$ cat config.mk
export PLATFORM = sky130hd
export DESIGN_NAME = dps_program_state_control
export DESIGN_NICKNAME = d
export VERILOG_FILES = /design/src/logic/dps_pkg.sv /design/src/logic/dps_group0_seq.sv /design/src/logic/dps_program_state_control.sv
export SDC_FILE = /design/constraint.sdc
export NUM_CORES = 1
export LEC_CHECK = 0
export BUFFER_PORTS_ARGS = -buffer_cell sky130_fd_sc_hd__buf_2
export CAP_MARGIN = 30
export CORE_UTILIZATION = 56
export CTS_BUF_LIST = sky130_fd_sc_hd__clkbuf_8
export DETAILED_ROUTE_END_ITERATION = 8
export GPL_ROUTABILITY_DRIVEN = 0
export PLACE_DENSITY = 0.85
export SETUP_SLACK_MARGIN = 0.15
export SYNTH_ARGS = -nofsm -noshare
export SYNTH_HDL_FRONTEND = slang
export SYNTH_SLANG_ARGS = --single-unit
$ cat constraint.sdc
create_clock -name sys_clk_i -period 5 [get_ports sys_clk_i]
set_clock_uncertainty 0.05 [all_clocks]
set_input_delay 0.5 -clock sys_clk_i [delete_from_list [all_inputs] [get_ports sys_clk_i]]
set_output_delay 0.5 -clock sys_clk_i [all_outputs]
set_load 0.02 [all_outputs]
$ cat src/logic/dps_pkg.sv
// dps_pkg: encodings and field positions for the programming front end
// assumes one 40 MHz system clock and a byte-wide host write port
package dps_pkg;

    // clock
    localparam int unsigned CLK_HZ = 40_000_000;

    // byte decoding
    localparam int unsigned TYPE_BIT      = 7;
    localparam int unsigned PTR_LSB       = 3;
    localparam int unsigned PTR_W         = 4;
    localparam int unsigned CTRL_W        = 3;
    localparam logic [1:0]  GRP_CODE_NONE = 2'h0;
    localparam logic [1:0]  GRP_CODE_CMD  = 2'h3;

    // command group bytes
    localparam logic [7:0] CMD_ENABLE      = 8'h87;
    localparam logic [7:0] CMD_DISABLE     = 8'h83;
    localparam logic [7:0] CMD_REARM       = 8'h8B;
    localparam logic [7:0] CMD_FORCE_READY = 8'hB3;

    // transfer modes
    localparam logic [1:0] MODE_BYTE  = 2'h0;
    localparam logic [1:0] MODE_BURST = 2'h1;
    localparam logic [1:0] MODE_CONT  = 2'h2;

    // state codes on state_o
    localparam logic [1:0] ST_CODE_DISABLED  = 2'h0;
    localparam logic [1:0] ST_CODE_STOPPED   = 2'h1;
    localparam logic [1:0] ST_CODE_SUSPENDED = 2'h2;
    localparam logic [1:0] ST_CODE_OPERATING = 2'h3;

    // reset values
    localparam logic [7:0]  RST_BYTE = 8'h00;
    localparam logic [15:0] RST_WORD = 16'h0000;

    typedef enum logic [1:0] {
        DPS_DISABLED,
        DPS_STOPPED,
        DPS_SUSPENDED,
        DPS_OPERATING
    } dps_state_t;

endpackage

$ cat src/logic/dps_group0_seq.sv
// dps_group0_seq: stores the associated bytes that follow a group-zero base byte
// assumes load_i and data_wr_i are one-cycle pulses, never both at once
module dps_group0_seq #(
    parameter int unsigned PTR_W = dps_pkg::PTR_W
) (
    // clock and reset
    input  wire logic             sys_clk_i,
    input  wire logic             rst_i,
    // control
    input  wire logic             load_i,
    input  wire logic [PTR_W-1:0] ptr_i,
    input  wire logic             data_wr_i,
    input  wire logic [7:0]       data_i,
    // state
    output logic                  busy_o,
    output logic [15:0]           port_a_addr_o,
    output logic [15:0]           block_len_o
);

    logic [PTR_W-1:0] pend_q;
    logic [PTR_W-1:0] pend_d;
    logic [7:0]       byte_q [PTR_W];
    logic [7:0]       byte_d [PTR_W];

    // one-hot of the lowest pending pointer
    function automatic logic [PTR_W-1:0] lowest_one(input logic [PTR_W-1:0] v);
        lowest_one = v & (~v + PTR_W'(1));
    endfunction

    always_comb begin
        logic [PTR_W-1:0] sel;
        sel    = lowest_one(pend_q);
        pend_d = pend_q;
        byte_d = byte_q;
        if (load_i) begin
            pend_d = ptr_i;
        end else if (data_wr_i && pend_q != '0) begin
            for (int i = 0; i < PTR_W; i++) begin
                if (sel[i]) begin
                    byte_d[i] = data_i;
                end
            end
            pend_d = pend_q & ~sel;
        end
    end

    generate
        for (genvar g = 0; g < PTR_W; g++) begin : g_byte
            always_ff @(posedge sys_clk_i or posedge rst_i) begin
                if (rst_i) begin
                    byte_q[g] <= dps_pkg::RST_BYTE;
                end else begin
                    byte_q[g] <= byte_d[g];
                end
            end
        end
    endgenerate

    always_ff @(posedge sys_clk_i or posedge rst_i) begin
        if (rst_i) begin
            pend_q <= '0;
        end else begin
            pend_q <= pend_d;
        end
    end

    assign busy_o        = (pend_q != '0);
    assign port_a_addr_o = {byte_q[1], byte_q[0]};
    assign block_len_o   = {byte_q[3], byte_q[2]};

    a_seq_order: assert property (@(posedge sys_clk_i) disable iff (rst_i)
        (data_wr_i && !load_i && pend_q[0]) |=> (byte_q[0] == $past(data_i)) && !pend_q[0])
        else $error("pointed byte not stored in order");

endmodule

$ cat src/logic/dps_program_state_control.sv
// dps_program_state_control: host programming port and enable/disable state control
// assumes host strobes are synchronous one-cycle pulses and chip select is decoded outside
// Behaviour
// - reset places the controller disabled, bus request high, no transfers.
// - any byte written while stopped disables until the enable command.
// - every command except enable disables; a lone status rearm does not.
// - while disabled the bus request output stays high.
// - end of block stops and releases the bus unless auto restart.
// - byte match stops and releases the bus.
// - byte or burst mode with daisy acknowledge inactive stops.
// - enable with ready inactive and no force leaves controller stopped.
// - enable outside service routine with ready or force starts operating.
// - all bytes pass through one port qualified only by chip select.
// - host writes are ignored while the controller is bus master.
// - a base byte selects a group and points at following registers.
// - following bytes fill pointed registers in fixed order, skipping others.
// - group-zero base is bit 7 low and low bits not both zero.
module dps_program_state_control (
    // clock and reset
    input  wire logic        sys_clk_i,
    input  wire logic        rst_i,
    // host port
    input  wire logic        chip_sel_n_i,
    input  wire logic        wr_strobe_i,
    input  wire logic        rd_strobe_i,
    input  wire logic [7:0]  wr_data_i,
    output logic      [7:0]  rd_data_o,
    // configuration
    input  wire logic [1:0]  xfer_mode_i,
    input  wire logic        auto_restart_i,
    // system events
    input  wire logic        ready_i,
    input  wire logic        bus_ack_daisy_in_i,
    input  wire logic        end_of_block_i,
    input  wire logic        byte_match_i,
    input  wire logic        return_from_interrupt_opcode_i,
    input  wire logic        in_service_i,
    // status and programmed values
    output logic             bus_request_out_n_o,
    output logic             xfer_run_o,
    output logic      [1:0]  state_o,
    output logic      [2:0]  setup_ctrl_o,
    output logic      [15:0] port_a_addr_o,
    output logic      [15:0] block_len_o
);

    dps_pkg::dps_state_t state_q;
    dps_pkg::dps_state_t state_d;
    logic                force_q;
    logic                force_d;
    logic                last_cmd_q;
    logic                last_cmd_d;
    logic [2:0]          ctrl_q;
    logic [2:0]          ctrl_d;
    logic [7:0]          rd_q;
    logic [7:0]          rd_d;

    logic                master;
    logic                wr_ok;
    logic                seq_busy;
    logic                is_cmd;
    logic                is_g0;
    logic                ready_eff;
    logic                enable_cmd;
    logic                keeps_state;

    function automatic logic is_cmd_grp(input logic [7:0] b);
        is_cmd_grp = b[dps_pkg::TYPE_BIT] && (b[1:0] == dps_pkg::GRP_CODE_CMD);
    endfunction

    function automatic logic is_g0_base(input logic [7:0] b);
        is_g0_base = !b[dps_pkg::TYPE_BIT] && (b[1:0] != dps_pkg::GRP_CODE_NONE);
    endfunction

    function automatic logic [1:0] state_code(input dps_pkg::dps_state_t s);
        case (s)
            dps_pkg::DPS_STOPPED:   state_code = dps_pkg::ST_CODE_STOPPED;
            dps_pkg::DPS_SUSPENDED: state_code = dps_pkg::ST_CODE_SUSPENDED;
            dps_pkg::DPS_OPERATING: state_code = dps_pkg::ST_CODE_OPERATING;
            default:                state_code = dps_pkg::ST_CODE_DISABLED;
        endcase
    endfunction

    assign master     = (state_q == dps_pkg::DPS_OPERATING) ||
                        (state_q == dps_pkg::DPS_SUSPENDED);
    assign wr_ok      = wr_strobe_i && !chip_sel_n_i && !master;
    assign is_cmd     = wr_ok && !seq_busy && is_cmd_grp(wr_data_i);
    assign is_g0      = wr_ok && !seq_busy && is_g0_base(wr_data_i);
    assign ready_eff  = ready_i || force_q;
    assign enable_cmd = is_cmd && (wr_data_i == dps_pkg::CMD_ENABLE);
    // a rearm with no command before it leaves the state alone
    assign keeps_state = is_cmd && (wr_data_i == dps_pkg::CMD_REARM) && !last_cmd_q;

    dps_group0_seq #(
        .PTR_W (dps_pkg::PTR_W)
    ) u_seq (
        .sys_clk_i     (sys_clk_i),
        .rst_i         (rst_i),
        .load_i        (is_g0),
        .ptr_i         (wr_data_i[dps_pkg::PTR_LSB +: dps_pkg::PTR_W]),
        .data_wr_i     (wr_ok && seq_busy),
        .data_i        (wr_data_i),
        .busy_o        (seq_busy),
        .port_a_addr_o (port_a_addr_o),
        .block_len_o   (block_len_o)
    );

    always_comb begin
        state_d    = state_q;
        force_d    = force_q;
        last_cmd_d = last_cmd_q;
        ctrl_d     = ctrl_q;
        rd_d       = rd_q;
        if (wr_ok) begin
            last_cmd_d = is_cmd;
        end
        if (is_g0) begin
            ctrl_d = wr_data_i[dps_pkg::CTRL_W-1:0];
        end
        if (is_cmd && wr_data_i == dps_pkg::CMD_FORCE_READY) begin
            force_d = 1'b1;
        end else if (is_cmd && wr_data_i == dps_pkg::CMD_DISABLE) begin
            force_d = 1'b0;
        end
        if (rd_strobe_i && !chip_sel_n_i) begin
            rd_d = {4'h0, ready_i, force_q, state_code(state_q)};
        end
        case (state_q)
            dps_pkg::DPS_DISABLED: begin
                if (enable_cmd) begin
                    if (ready_eff && !in_service_i) begin
                        state_d = dps_pkg::DPS_OPERATING;
                    end else begin
                        state_d = dps_pkg::DPS_STOPPED;
                    end
                end
            end
            dps_pkg::DPS_STOPPED: begin
                if (enable_cmd) begin
                    if (ready_eff && !in_service_i) begin
                        state_d = dps_pkg::DPS_OPERATING;
                    end
                end else if (wr_ok && !keeps_state) begin
                    state_d = dps_pkg::DPS_DISABLED;
                end else if (ready_eff && return_from_interrupt_opcode_i) begin
                    state_d = dps_pkg::DPS_OPERATING;
                end else if (ready_eff && xfer_mode_i == dps_pkg::MODE_BURST) begin
                    state_d = dps_pkg::DPS_OPERATING;
                end
            end
            dps_pkg::DPS_OPERATING, dps_pkg::DPS_SUSPENDED: begin
                if (end_of_block_i && !auto_restart_i) begin
                    state_d = dps_pkg::DPS_STOPPED;
                end else if (byte_match_i) begin
                    state_d = dps_pkg::DPS_STOPPED;
                end else if (xfer_mode_i != dps_pkg::MODE_CONT) begin
                    if (!bus_ack_daisy_in_i) begin
                        state_d = dps_pkg::DPS_STOPPED;
                    end else begin
                        state_d = dps_pkg::DPS_OPERATING;
                    end
                end else if (!ready_eff) begin
                    state_d = dps_pkg::DPS_SUSPENDED;
                end else begin
                    state_d = dps_pkg::DPS_OPERATING;
                end
            end
            default: begin
                state_d = dps_pkg::DPS_DISABLED;
            end
        endcase
    end

    always_ff @(posedge sys_clk_i or posedge rst_i) begin
        if (rst_i) begin
            state_q    <= dps_pkg::DPS_DISABLED;
            force_q    <= 1'b0;
            last_cmd_q <= 1'b0;
            ctrl_q     <= '0;
            rd_q       <= dps_pkg::RST_BYTE;
        end else begin
            state_q    <= state_d;
            force_q    <= force_d;
            last_cmd_q <= last_cmd_d;
            ctrl_q     <= ctrl_d;
            rd_q       <= rd_d;
        end
    end

    // bus request only while bus master
    assign bus_request_out_n_o = !master;
    assign xfer_run_o          = (state_q == dps_pkg::DPS_OPERATING);
    assign state_o             = state_code(state_q);
    assign setup_ctrl_o        = ctrl_q;
    assign rd_data_o           = rd_q;

    a_reset_disabled: assert property (@(posedge sys_clk_i)
        $fell(rst_i) |-> bus_request_out_n_o && !xfer_run_o && state_o == 2'h0)
        else $error("not disabled after reset");

    a_disabled_no_request: assert property (@(posedge sys_clk_i) disable iff (rst_i)
        (state_o == 2'h0) |-> bus_request_out_n_o && !xfer_run_o)
        else $error("bus requested while disabled");

    a_write_disables: assert property (@(posedge sys_clk_i) disable iff (rst_i)
        (state_q == dps_pkg::DPS_STOPPED && wr_ok && !is_cmd) |=> state_o == 2'h0)
        else $error("write while enabled did not disable");

    a_cmd_disables: assert property (@(posedge sys_clk_i) disable iff (rst_i)
        (is_cmd && wr_data_i != dps_pkg::CMD_ENABLE && wr_data_i != dps_pkg::CMD_REARM)
        |=> state_o == 2'h0 && bus_request_out_n_o)
        else $error("command did not leave controller disabled");

    a_eob_stops: assert property (@(posedge sys_clk_i) disable iff (rst_i)
        (master && end_of_block_i && !auto_restart_i) |=> state_o == 2'h1 && bus_request_out_n_o)
        else $error("end of block did not stop");

    a_match_stops: assert property (@(posedge sys_clk_i) disable iff (rst_i)
        (master && byte_match_i) |=> state_o == 2'h1 && bus_request_out_n_o)
        else $error("byte match did not stop");

    a_daisy_stops: assert property (@(posedge sys_clk_i) disable iff (rst_i)
        (master && xfer_mode_i != dps_pkg::MODE_CONT && !bus_ack_daisy_in_i) |=> state_o == 2'h1)
        else $error("inactive daisy acknowledge did not stop");

    a_enable_waits: assert property (@(posedge sys_clk_i) disable iff (rst_i)
        (state_q == dps_pkg::DPS_DISABLED && enable_cmd && !ready_eff)
        |=> state_o == 2'h1 && bus_request_out_n_o)
        else $error("enable without ready requested bus");

    a_enable_runs: assert property (@(posedge sys_clk_i) disable iff (rst_i)
        (enable_cmd && ready_eff && !in_service_i) |=> xfer_run_o && !bus_request_out_n_o)
        else $error("enable with ready did not start");

    a_return_runs: assert property (@(posedge sys_clk_i) disable iff (rst_i)
        (state_q == dps_pkg::DPS_STOPPED && !wr_ok && ready_eff && return_from_interrupt_opcode_i)
        |=> xfer_run_o)
        else $error("return fetch did not start transfers");

    a_master_ignores: assert property (@(posedge sys_clk_i) disable iff (rst_i)
        (master && wr_strobe_i) |=> $stable(setup_ctrl_o) && $stable(port_a_addr_o))
        else $error("write accepted while bus master");

    a_cont_pause: assert property (@(posedge sys_clk_i) disable iff (rst_i)
        (master && xfer_mode_i == dps_pkg::MODE_CONT && !ready_eff && !end_of_block_i &&
         !byte_match_i) |=> state_o == 2'h2 && !bus_request_out_n_o)
        else $error("continuous mode did not pause holding bus");

    a_g0_decode: assert property (@(posedge sys_clk_i) disable iff (rst_i)
        (wr_ok && !seq_busy && !wr_data_i[7] && wr_data_i[1:0] != 2'h0)
        |=> setup_ctrl_o == $past(wr_data_i[2:0]))
        else $error("group-zero base byte not decoded");

endmodule

==> impl_metrics.sql, run 1 <==
INSERT INTO impl_metrics (metric_group, metric, value, unit) VALUES
('run_status', 'run_status', 'completed', ''),
('yosys', 'avg_cell_area_syn', '13.3', 'µm²'),
('yosys', 'syn_inst', '153', ''),
('floorplan', 'top_level_pins', '69', ''),
('global_route', 'met2_layer_usage_reported_by_global_route', '0.422', ''),
('worst_setup_path', 'maximum_fanout_along_the_worst_path', '8', ''),
('yosys', 'postSynth.asyncResetShare', '1.00', ''),
('global_route', 'global_route.usage.met3', '0.0735', ''),
('yosys', 'synth_area_leaders', 'sky130_fd_sc_hd__dfrtp_1, sky130_fd_sc_hd__mux2_2, sky130_fd_sc_hd__buf_4, sky130_fd_sc_hd__nand2_1, sky130_fd_sc_hd__nor4_4', ''),
('power', 'comb_power_share', '0.396', ''),
('placed_design', 'dp_hpwl', '3.03', 'mm'),
('clock_tree', 'post-cts-setup-buffer-count', '0', ''),
('placed_design', 'place.detailed.instances', '256', ''),
('drt', 'drc_violation_count_after_routing', '0', ''),
('floorplan', 'die_footprint', '3880', 'µm²'),
('clock_tree', 'cts_tree', 'yes', ''),
('drt', 'dr.pass1.iters', '4', ''),
('drt', 'detail_route.wirelength', '4.30', 'mm'),
('power', 'cell_internal_pwr', '951', 'µW'),
('finish', 'insertedDiodeCount', '0', ''),
('floorplan', 'floorplan.initialDensity', '0.596', ''),
('clock_tree', 'root_buffer', 'sky130_fd_sc_hd__clkbuf_8', ''),
('sta', 'final-hold-violation-count', '0', ''),
('sta', 'max_slew.worst_pin.slew', '0.488', 'ns'),
('clock_tree', 'tritoncts_num_sinks', '47', ''),
('clock_tree', 'cts_buf_count', '5', ''),
('drt', 'via_per_inst', '5.36', ''),
('drt', 'dr_total_vias', '1426', ''),
('worst_setup_path', 'critical-path-slowest-cell', 'sky130_fd_sc_hd__or4b_1', ''),
('clock_tree', 'clk_transition_reported_paths', '0.08', 'ns'),
('drt', 'drtAntennaViolNets', '0', ''),
('sta', 'maxSlewHeadroom', '0.671', ''),
('worst_setup_path', 'required', '5.13', 'ns'),
('floorplan', 'core.rowCount', '21', ''),
('worst_setup_path', 'critical_path_arrival', '2.38', 'ns'),
('finish', 'num-nets-final', '241', ''),
('drt', 'detail_route.wl_per_cell', '16.2', 'µm'),
('yosys', 'yosysTopAreaCellShare', '0.577', ''),
('worst_setup_path', 'cp_num_buf_inv', '0', ''),
('global_route', 'global_route.usage.total', '0.246', ''),
('global_route', 'grt.met1_usage', '0.293', ''),
('sta', 'rsz_0062_raised_after_global_routing', 'false', ''),
('finish', 'total_of_fill_cells_in_the_finished_design', '244', ''),
('clock_tree', 'cts-htree-levels', '2', ''),
('worst_setup_path', 'cp-end-kind', 'flop', ''),
('sta', 'finalSetupViolations', '0', ''),
('power', 'sequentialPowerShare', '0.415', ''),
('finish', 'layoutNonFillerInstCount', '266', ''),
('power', 'p_per_area', '602', 'nW/µm²'),
('worst_setup_path', 'critical_path.top_delay_family', 'simple AND/OR/NAND/NOR gates', ''),
('floorplan', 'floorplan_core_area', '3420', 'µm²'),
('global_route', 'grt_antenna_before_repair', '0', ''),
('yosys', 'yosysUniqueCellTypes', '37', ''),
('finish', 'layout.cells.most_common_list', 'sky130_fd_sc_hd__buf_2, sky130_fd_sc_hd__dfrtp_1, sky130_fd_sc_hd__mux2_2, sky130_fd_sc_hd__nand2_1, sky130_fd_sc_hd__clkbuf_8', ''),
('worst_setup_path', 'critPathLaunchType', 'flop', ''),
('global_route', 'global_route_wire_length_before_repair', '7.16', 'mm'),
('floorplan', 'die_width', '62.3', 'µm'),
('power', 'worst_ir_drop_on_vdd', '0.378', 'mV'),
('clock_tree', 'clkLatencyLatePin', '0.30', 'ns'),
('power', 'total_leakage_power', '0.00124', 'µW'),
('hold_path', 'timing.hold.worst.class', 'flop to flop', ''),
('global_route', 'grt_max_degree', '48', ''),
('worst_setup_path', 'critical_path.max_stage_delay', '0.71', 'ns'),
('clock_tree', 'ctsLongestPathBuffers', '2', ''),
('yosys', 'number_of_warnings_reported_in_the_yosys_synthesis_log', '0', ''),
('finish', 'drive_above_1_share', '0.545', ''),
('sta', 'final.min_clock_period', '2.25', 'ns'),
('finish', 'mostFrequentLayoutCell', 'sky130_fd_sc_hd__buf_2', ''),
('worst_setup_path', 'timing.critical_path.cells', 'or4b_1 > nor4_4 > mux2_2', ''),
('sta', 'setup_tns', '0', 'ns'),
('power', 'swShare', '0.373', '');
## routing by layer
layer / share of wire / wire, µm
met5: 0 / 0
met4: 0.016 / 68
met3: 0.065 / 281
met2: 0.52 / 2240
met1: 0.40 / 1710
## what timing repair did
| action | in CTS | in global routing |
|---|---|---|
| hold buffers | 0 | 1 |
| endpoints found under the hold margin | 0 | 2 |
| gates resized for setup | 0 | 0 |
## final timing paths
path | slack (ns) | startpoint | cells past startpoint | end
min | 0.43 | last_cmd_q | 1 | last_cmd_q
min in group asynchronous | 0.54 | rst_i | 3 | u_seq.port_a_addr_o[14]
max in group asynchronous | 3.94 | rst_i | 4 | u_seq.port_a_addr_o[6]
max reg2reg | 2.75 | state_q[1] | 3 | setup_ctrl_o[1]
max | 2.75 | state_q[1] | 3 | setup_ctrl_o[1]
min reg2reg | 0.43 | last_cmd_q | 1 | last_cmd_q
## cells in the mapped netlist, types with 3 or more instances
| cell type | number |
|---|---|
| sky130_fd_sc_hd__clkbuf_1 | 5 |
| sky130_fd_sc_hd__nor2b_1 | 3 |
| sky130_fd_sc_hd__nand2b_1 | 3 |
| sky130_fd_sc_hd__nand2_1 | 7 |
| sky130_fd_sc_hd__mux2_2 | 39 |
| sky130_fd_sc_hd__a21oi_1 | 3 |
| sky130_fd_sc_hd__dfrtp_1 | 47 |
| sky130_fd_sc_hd__nor2_1 | 3 |
| sky130_fd_sc_hd__o21ai_0 | 4 |
| sky130_fd_sc_hd__buf_4 | 4 |
| sky130_fd_sc_hd__inv_1 | 4 |
## sequential cells by signal, indices dropped and copies added, names as in the netlist
name / count
u_seq.port_a_addr_o: 16
u_seq.block_len_o: 16
rd_data_o: 4
last_cmd_q: 1
u_seq.pend_q: 4
force_q: 1
state_q: 2
setup_ctrl_o: 3
## final cells by class
class,instances,area [µm²],area share
tap,46,57.6,0.0228
clock inverter,2,35.0,0.0139
multi-input combinational,95,803,0.319
clock buffer,6,82.6,0.0328
timing repair buffer,66,350,0.139
inverter,4,15.0,0.00596
sequential,47,1180,0.467
## kinds of logic (layout without fill, tap and decap cells)
group | count (synthesis) | count (layout) | synth area share
multiplexers | 39 | 39 | 0.216
other | 1 | 4 | 0.00184
buffers and inverters | 14 | 78 | 0.0338
AND/OR/NAND/NOR | 34 | 34 | 0.109
AO/OA/AOI/OAI | 18 | 18 | 0.0627
flip-flops | 47 | 47 | 0.577
## power groups by stage
| stage | clock network, µW | registers [µW] | logic [µW] |
|---|---|---|---|
| final | 286 | 630 | 601 |
| after global routing | 308 | 648 | 638 |
| after CTS | 293 | 630 | 605 |
| after detailed placement | 0 | 637 | 602 |
| after global placement | 0 | 621 | 586 |
| after floorplan | 0 | 806 | 221 |
## worst register-to-register path: cells and delay by family (launching register included)
family | cells | cell delay (ns)
DFF | 1 | 0.46
muxes | 1 | 0.40
and+or+nand+nor | 2 | 1.22
## through the flow
step | cell area (µm²) | setup slack, ns | utilization | hold slack [ns] | total power [µW]
floorplan | 2050 | 2.92 | - | 0.392 | 1030
global placement | 2370 | 2.73 | 0.695 | 0.405 | 1210
detailed placement | 2370 | 2.66 | 0.695 | 0.413 | 1240
CTS | 2490 | 2.77 | 0.729 | 0.388 | 1530
global route | 2520 | 2.64 | 0.738 | 0.420 | 1590
finish | 2520 | 2.75 | 0.738 | 0.431 | 1520
Power figures use the tool's default switching activity.
==> inputs of run 2 (changes only) <==
--- a/config.mk
+++ b/config.mk
@@ -7,11 +7,11 @@
 export LEC_CHECK = 0
 export BUFFER_PORTS_ARGS = -buffer_cell sky130_fd_sc_hd__buf_2
 export CAP_MARGIN = 30
-export CORE_UTILIZATION = 56
+export CORE_UTILIZATION = 52
 export CTS_BUF_LIST = sky130_fd_sc_hd__clkbuf_8
 export DETAILED_ROUTE_END_ITERATION = 8
 export GPL_ROUTABILITY_DRIVEN = 0
-export PLACE_DENSITY = 0.85
+export PLACE_DENSITY = 0.79
 export SETUP_SLACK_MARGIN = 0.15
 export SYNTH_ARGS = -nofsm -noshare
 export SYNTH_HDL_FRONTEND = slang
==> constraint.sdc (replaced) <==
create_clock -name sys_clk_i -period 2.1 [get_ports sys_clk_i]
set_clock_uncertainty 0.05 [all_clocks]
set_input_delay 0.21 -clock sys_clk_i [delete_from_list [all_inputs] [get_ports sys_clk_i]]
set_output_delay 0.21 -clock sys_clk_i [all_outputs]
set_load 0.02 [all_outputs]
==> impl_metrics.sql, run 2 (synthesis gave the netlist of run 1 again) <==
INSERT INTO impl_metrics (metric_group, metric, value, unit) VALUES
('sta', 'drv_slew', '0', ''),
('finish', 'area.growth.synth_to_final', '24.9', '%'),
('sta', 'final.hold.worst_slack', '0.160', 'ns'),
('worst_setup_path', 'required', '2.23', 'ns'),
('worst_setup_path', 'cp-end-kind', 'flop', ''),
('floorplan', 'top_level_pins', '69', ''),
('finish', 'insertedDiodeCount', '0', ''),
('drt', 'dr.pass1.iters', '4', ''),
('clock_tree', 'cts_buf_count', '5', ''),
('drt', 'detail_route.wirelength', '4.33', 'mm'),
('floorplan', 'core.rowCount', '22', ''),
('floorplan', 'die_h', '64.6', 'µm'),
('worst_setup_path', 'r2r-end', 'u_seq.block_len_o[0]', ''),
('placed_design', 'detailedPlace.worstSlack', '-0.00351', 'ns'),
('worst_setup_path', 'maximum_fanout_along_the_worst_path', '8', ''),
('clock_tree', 'clk_transition_reported_paths', '0.08', 'ns'),
('worst_setup_path', 'rr_worst_depth', '4', ''),
('sta', 'final.min_clock_period', '1.86', 'ns'),
('clock_tree', 'cts_tree', 'yes', ''),
('global_route', 'global_route_wire_length_before_repair', '6.81', 'mm'),
('clock_tree', 'tritoncts_num_sinks', '47', ''),
('sta', 'finalWorstSetupSlack', '0.239', 'ns'),
('drt', 'via_per_inst', '5.50', ''),
('sta', 'rsz_0062_raised_after_global_routing', 'false', ''),
('floorplan', 'die_footprint', '4170', 'µm²'),
('drt', 'detail_route.wl_per_cell', '16.0', 'µm'),
('worst_setup_path', 'critical_path_arrival', '1.99', 'ns'),
('clock_tree', 'cts-htree-levels', '2', ''),
('hold_path', 'timing.hold.worst.class', 'input port to flop', ''),
('drt', 'drc_violation_count_after_routing', '0', ''),
('floorplan', 'floorplan.initialDensity', '0.548', ''),
('power', 'total_leakage_power', '0.00125', 'µW'),
('global_route', 'vias_in_the_first_global_route', '1421', ''),
('worst_setup_path', 'ff_to_ff_start', 'state_q[1]', ''),
('power', 'report.power.total', '3580', 'µW'),
('run_status', 'run_status', 'completed', ''),
('sta', 'max_freq', '0.537', 'GHz'),
('finish', 'final_util', '0.685', ''),
('power', 'worst_ir_drop_on_vdd', '0.830', 'mV'),
('global_route', 'globalRouteOverflowTotal', '0', ''),
('placed_design', 'dp_hpwl', '3.19', 'mm'),
('finish', 'num-nets-final', '245', ''),
('global_route', 'grt_antenna_before_repair', '0', ''),
('clock_tree', 'ctsLongestPathBuffers', '2', ''),
('drt', 'detail_route.iter0.violations', '61', ''),
('worst_setup_path', 'critPathLaunchType', 'flop', ''),
('global_route', 'global_route.usage.total', '0.220', ''),
('global_route', 'grt_max_degree', '36', ''),
('sta', 'max_slew.worst_pin.slew', '0.694', 'ns'),
('hold_path', 'hold_path_depth', '2', ''),
('finish', 'mostFrequentLayoutCell', 'sky130_fd_sc_hd__buf_2', ''),
('clock_tree', 'root_buffer', 'sky130_fd_sc_hd__clkbuf_8', ''),
('sta', 'maxSlewHeadroom', '0.537', ''),
('hold_path', 'hp-start', 'ready_i', ''),
('flow_run', 'max_cap_violations', '0', ''),
('finish', 'total_of_fill_cells_in_the_finished_design', '272', ''),
('drt', 'drtAntennaViolNets', '0', ''),
('sta', 'post-route-period-util', '0.886', ''),
('power', 'p_per_area', '1410', 'nW/µm²'),
('clock_tree', 'clkLatencyLatePin', '0.29', 'ns'),
('floorplan', 'floorplan_core_area', '3720', 'µm²'),
('drt', 'dr_total_vias', '1491', ''),
('finish', 'layout.cells.most_common_list', 'sky130_fd_sc_hd__buf_2, sky130_fd_sc_hd__dfrtp_1, sky130_fd_sc_hd__mux2_2', ''),
('sta', 'finalSetupViolations', '0', ''),
('worst_setup_path', 'ff2ff_setup_slack', '0.24', 'ns'),
('finish', 'drive_above_1_share', '0.561', ''),
('sta', 'final-hold-violation-count', '0', ''),
('placed_design', 'numPortBuffers', '64', ''),
('hold_path', 'timing.hold.worst_endpoint', 'rd_data_o[3]', ''),
('worst_setup_path', 'criticalPathCategory', 'flop to flop', ''),
('floorplan', 'die_width', '64.6', 'µm');
[run 2: worst max-delay path by stage]
| stage | startpoint | end | slack [ns] | depth (start not counted) |
|---|---|---|---|---|
| after floorplan | state_q[1] | setup_ctrl_o[0] | 0.20 | 4 |
| after global placement | state_q[1] | u_seq.block_len_o[12] | 0.15 | 4 |
| after detailed placement | state_q[1] | state_q[1] | -0.004 | 4 |
| after CTS | state_q[1] | state_q[1] | 0.16 | 4 |
| after global routing | state_q[1] | u_seq.block_len_o[5] | 0.15 | 4 |
| final | state_q[1] | u_seq.block_len_o[0] | 0.24 | 4 |
[run 2: power breakdown]
part | total (µW) | internal (µW) | switching [µW]
combinational | 1470 | 613 | 856
clock | 618 | 344 | 274
sequential | 1490 | 1280 | 208
[run 2: stage by stage]
step | setup TNS, ns | area [µm²] | std cells
final | 0 | 2540 | 271
after global routing | 0 | 2540 | 271
after CTS | 0 | 2520 | 269
after detailed placement | -0.00351 | 2400 | 261
after global placement | 0 | 2400 | 261
after floorplan | 0 | 2050 | 156
[run 2: per-layer routing]
metal	part of all wire	GRT usage	up-vias	routed length (µm)
li1	-	-	676	-
met1	0.40	0.262	743	1730
met2	0.52	0.378	66	2250
met3	0.070	0.0651	6	303
met4	0.010	0.0778	0	44
met5	0	0	-	0
[run 2: layout make-up]
| type | instances | area (µm²) | share of cell area |
|---|---|---|---|
| timing repair buffer | 70 | 368 | 0.145 |
| tap | 48 | 60.1 | 0.0236 |
| multi-input combinational | 95 | 823 | 0.324 |
| sequential | 47 | 1180 | 0.462 |
| clock inverter | 2 | 33.8 | 0.0133 |
| clock buffer | 5 | 68.8 | 0.0270 |
| inverter | 4 | 15.0 | 0.00590 |
[run 2: worst max-delay path, cell delays in order, from the launching register on]
cell	delay, ns
sky130_fd_sc_hd__dfrtp_1	0.40
sky130_fd_sc_hd__or4b_4	0.62
sky130_fd_sc_hd__nor2_1	0.12
sky130_fd_sc_hd__nand2_1	0.22
sky130_fd_sc_hd__mux2_2	0.34
[run 2: timing repair]
item,in CTS,in global routing
endpoints found under the hold margin,34,0
resized for setup,2,3
pin swaps,0,1
setup buffers,0,2
setup endpoints to repair,13,22
hold buffers,1,0
==> inputs of run 3 (changes only) <==
--- a/config.mk
+++ b/config.mk
@@ -6,13 +6,13 @@
 export NUM_CORES = 1
 export LEC_CHECK = 0
 export BUFFER_PORTS_ARGS = -buffer_cell sky130_fd_sc_hd__buf_2
-export CAP_MARGIN = 30
 export CORE_UTILIZATION = 52
 export CTS_BUF_LIST = sky130_fd_sc_hd__clkbuf_8
 export DETAILED_ROUTE_END_ITERATION = 8
 export GPL_ROUTABILITY_DRIVEN = 0
-export PLACE_DENSITY = 0.79
+export PLACE_DENSITY = 0.78
 export SETUP_SLACK_MARGIN = 0.15
 export SYNTH_ARGS = -nofsm -noshare
 export SYNTH_HDL_FRONTEND = slang
+export SYNTH_HIERARCHICAL = 1
 export SYNTH_SLANG_ARGS = --single-unit
==> impl_metrics.sql, run 3 <==
INSERT INTO impl_metrics (metric_group, metric, value, unit) VALUES
('run_status', 'run_status', 'finished with violations', ''),
('run_status', 'failed_checks', 'setup timing', ''),
('power', 'total_leakage_power', '0.00147', 'µW'),
('yosys', 'synth_area_leaders', 'sky130_fd_sc_hd__dfrtp_1, sky130_fd_sc_hd__mux2_2, sky130_fd_sc_hd__buf_6, sky130_fd_sc_hd__o21ai_0, sky130_fd_sc_hd__mux2_4', ''),
('sta', 'final.min_clock_period', '2.25', 'ns'),
('finish', 'area.growth.synth_to_final', '29.1', '%'),
('drt', 'via_per_inst', '5.19', ''),
('drt', 'detail_route.wl_per_cell', '15.0', 'µm'),
('worst_setup_path', 'maximum_fanout_along_the_worst_path', '8', ''),
('hold_path', 'timing.hold.worst.class', 'input port to flop', ''),
('yosys', 'syn_inst', '167', ''),
('sta', 'finalSetupViolations', '35', ''),
('worst_setup_path', 'cp-end-kind', 'flop', ''),
('yosys', 'postSynth.asyncResetShare', '1.00', ''),
('sta', 'final-hold-violation-count', '0', ''),
('drt', 'dr.pass1.iters', '3', ''),
('yosys', 'ys_seq_elements', '47', ''),
('yosys', 'synth_adder_area_share', '0', ''),
('sta', 'max_freq', '0.444', 'GHz'),
('worst_setup_path', 'critical_path.max_stage_delay', '0.44', 'ns'),
('worst_setup_path', 'required', '2.24', 'ns'),
('drt', 'detail_route.wirelength', '4.52', 'mm'),
('global_route', 'grt_antenna_before_repair', '0', ''),
('placed_design', 'numPortBuffers', '64', ''),
('worst_setup_path', 'critPathLaunchType', 'flop', ''),
('global_route', 'globalRouteOverflowTotal', '0', ''),
('finish', 'multi_input_area', '951', 'µm²'),
('floorplan', 'floorplan.initialDensity', '0.543', ''),
('global_route', 'global_route_wire_length_before_repair', '7.16', 'mm'),
('clock_tree', 'cts_buf_count', '5', ''),
('floorplan', 'top_level_pins', '69', ''),
('floorplan', 'die_footprint', '4440', 'µm²'),
('drt', 'drc_violation_count_after_routing', '0', ''),
('sta', 'max_slew.worst_pin.slew', '0.563', 'ns'),
('sta', 'post-route-period-util', '1.07', ''),
('power', 'p_per_area', '1290', 'nW/µm²'),
('sta', 'rsz_0062_raised_after_global_routing', 'true', ''),
('clock_tree', 'clk_transition_reported_paths', '0.08', 'ns'),
('drt', 'detail_route.iter0.violations', '35', ''),
('yosys', 'synth_top_family_by_area', 'multiplexers', ''),
('floorplan', 'die_width', '66.6', 'µm'),
('sta', 'maxSlewHeadroom', '0.615', ''),
('yosys', 'synth_compound_gate_area_share', '0.0559', ''),
('clock_tree', 'cts_tree', 'yes', ''),
('power', 'worst_ir_drop_on_vdd', '0.788', 'mV'),
('yosys', 'syn-cell-area', '2170', 'µm²'),
('yosys', 'yosysMostFrequentCell', 'sky130_fd_sc_hd__dfrtp_1', ''),
('floorplan', 'core.rowCount', '23', ''),
('yosys', 'number_of_warnings_reported_in_the_yosys_synthesis_log', '6', ''),
('yosys', 'post-synth-top-area-cell', 'sky130_fd_sc_hd__dfrtp_1', ''),
('yosys', 'synth_edf_count', '0', ''),
('worst_setup_path', 'critical-path-slowest-cell', 'sky130_fd_sc_hd__or4_4', ''),
('clock_tree', 'root_buffer', 'sky130_fd_sc_hd__clkbuf_8', ''),
('clock_tree', 'cts-htree-levels', '2', ''),
('finish', 'num-nets-final', '273', ''),
('global_route', 'grt_max_degree', '37', ''),
('flow_run', 'max_cap_violations', '0', ''),
('global_route', 'vias_in_the_first_global_route', '1561', ''),
('clock_tree', 'clkLatencyLatePin', '0.30', 'ns'),
('yosys', 'synth_xor_area_frac', '0', ''),
('worst_setup_path', 'ff2ff_setup_slack', '-0.15', 'ns'),
('yosys', 'synth_simple_gate_area_share', '0.132', ''),
('sta', 'drv_slew', '0', ''),
('floorplan', 'die_h', '66.6', 'µm'),
('finish', 'drive_above_1_share', '0.595', ''),
('worst_setup_path', 'critical_path_arrival', '2.39', 'ns'),
('floorplan', 'floorplan_core_area', '4000', 'µm²'),
('drt', 'drtAntennaViolNets', '0', ''),
('sta', 'finalWorstSetupSlack', '-0.152', 'ns'),
('yosys', 'avg_cell_area_syn', '13.0', 'µm²'),
('finish', 'layout.cells.most_common_list', 'sky130_fd_sc_hd__buf_2, sky130_fd_sc_hd__dfrtp_1, sky130_fd_sc_hd__mux2_2, sky130_fd_sc_hd__buf_4, sky130_fd_sc_hd__mux2_4', ''),
('worst_setup_path', 'criticalPathCategory', 'flop to flop', ''),
('yosys', 'synth_mux_area_frac', '0.207', ''),
('yosys', 'yosysTopAreaCellShare', '0.541', ''),
('yosys', 'synth_flop_cell', 'sky130_fd_sc_hd__dfrtp_1', ''),
('finish', 'mostFrequentLayoutCell', 'sky130_fd_sc_hd__buf_2', ''),
('finish', 'total_of_fill_cells_in_the_finished_design', '291', ''),
('placed_design', 'dp_hpwl', '3.18', 'mm'),
('clock_tree', 'tritoncts_num_sinks', '47', ''),
('finish', 'design_area', '2810', 'µm²'),
('clock_tree', 'ctsLongestPathBuffers', '2', ''),
('finish', 'seq_area', '1180', 'µm²'),
('placed_design', 'detailedPlace.worstSlack', '-0.239', 'ns'),
('yosys', 'yosysSeqAreaShare', '0.541', ''),
('worst_setup_path', 'timing.critical_path.cells', 'nor3_2 > or2b_1 > or4_4 > inv_4 > nor2b_4 > and3b_2 > mux2_4', ''),
('yosys', 'synthTopCellsByCount', 'sky130_fd_sc_hd__dfrtp_1, sky130_fd_sc_hd__mux2_2, sky130_fd_sc_hd__inv_1, sky130_fd_sc_hd__o21ai_0, sky130_fd_sc_hd__nor2_1', ''),
('drt', 'dr_total_vias', '1567', ''),
('yosys', 'yosysUniqueCellTypes', '41', ''),
('global_route', 'global_route.usage.total', '0.222', ''),
('placed_design', 'dpl_cell_area', '2530', 'µm²'),
('finish', 'insertedDiodeCount', '0', '');
==> run 3: cell types whose count changed after synthesis, sizes merged, moves of 3 or more <==
cell	previous run	this run
inv	4	9
o21ai	4	9
buf	5	9
clkbuf	5	1
nor2	4	7
or3b	1	4
==> run 3: power by group <==
group	internal [µW]	switching [µW]	leakage, µW	total [µW]
clock network	265	292	0.0000526	557
logic	756	880	0.000820	1640
registers	1240	192	0.000601	1440
total	2260	1360	0.00147	3630
==> run 3: kinds of logic (layout without fill, tap and decap cells) <==
group,after synthesis,count (layout)
muxes,39,39
DFF,47,47
buffers and inverters,20,102
other,1,4
and+or+nand+nor,42,42
AOI/OAI and AO/OA,18,18
==> run 3: final timing paths <==
path,startpoint,to,cells past startpoint
worst max-delay path,u_seq/pend_q[2],u_seq/port_a_addr_o[10],7
worst min-delay path,wr_data_i[5],u_seq/pend_q[2],3
worst max register to register,u_seq/pend_q[2],u_seq/port_a_addr_o[10],7
worst min register to register,rd_data_o[0],rd_data_o[0],1
max in group asynchronous,rst_i,u_seq/pend_q[0],4
min in group asynchronous,rst_i,rd_data_o[3],3
==> run 3: area by class of cell <==
cell class,count,share of cell area
clock buffer,6,0.0294
inverter,9,0.0129
clock inverter,2,0.00446
sequential,47,0.419
tap,50,0.0223
timing repair buffer,85,0.173
multi-input combinational,103,0.339
==> run 3: stage by stage <==
step                      utilization  total power, µW  hold WS, ns  setup TNS, ns  std cells
after floorplan                     -             2430       0.0124          -8.39        170
after global placement          0.633             2870        0.174          -3.84        282
after detailed placement        0.633             2920        0.181          -5.85        282
after CTS                       0.683             3580        0.159          -2.10        295
after global routing            0.701             3830        0.168          -5.65        302
final                           0.701             3630        0.161          -3.74        302
==> run 3: layer usage <==
layer / up-vias / part of all wire / global-route usage
met5: - / 0 / 0
met4: 0 / 0.012 / 0.0638
met3: 5 / 0.045 / 0.0514
met2: 45 / 0.50 / 0.379
met1: 767 / 0.44 / 0.278
li1: 750 / - / -
==> run 3: worst max-delay path: cells and delay by family (launching register included) <==
family	cells	cell delay, ns
flops	1	0.40
mux	1	0.32
buf+inv	1	0.08
simple gates	5	1.29
==> run 3: timing repair <==
item,4_1_cts,5_1_grt
setup endpoints to repair,39,40
buffers inserted,4,7
pin swaps,7,8
resized for setup,19,9
endpoints found under the hold margin,47,0
hold buffers,1,0
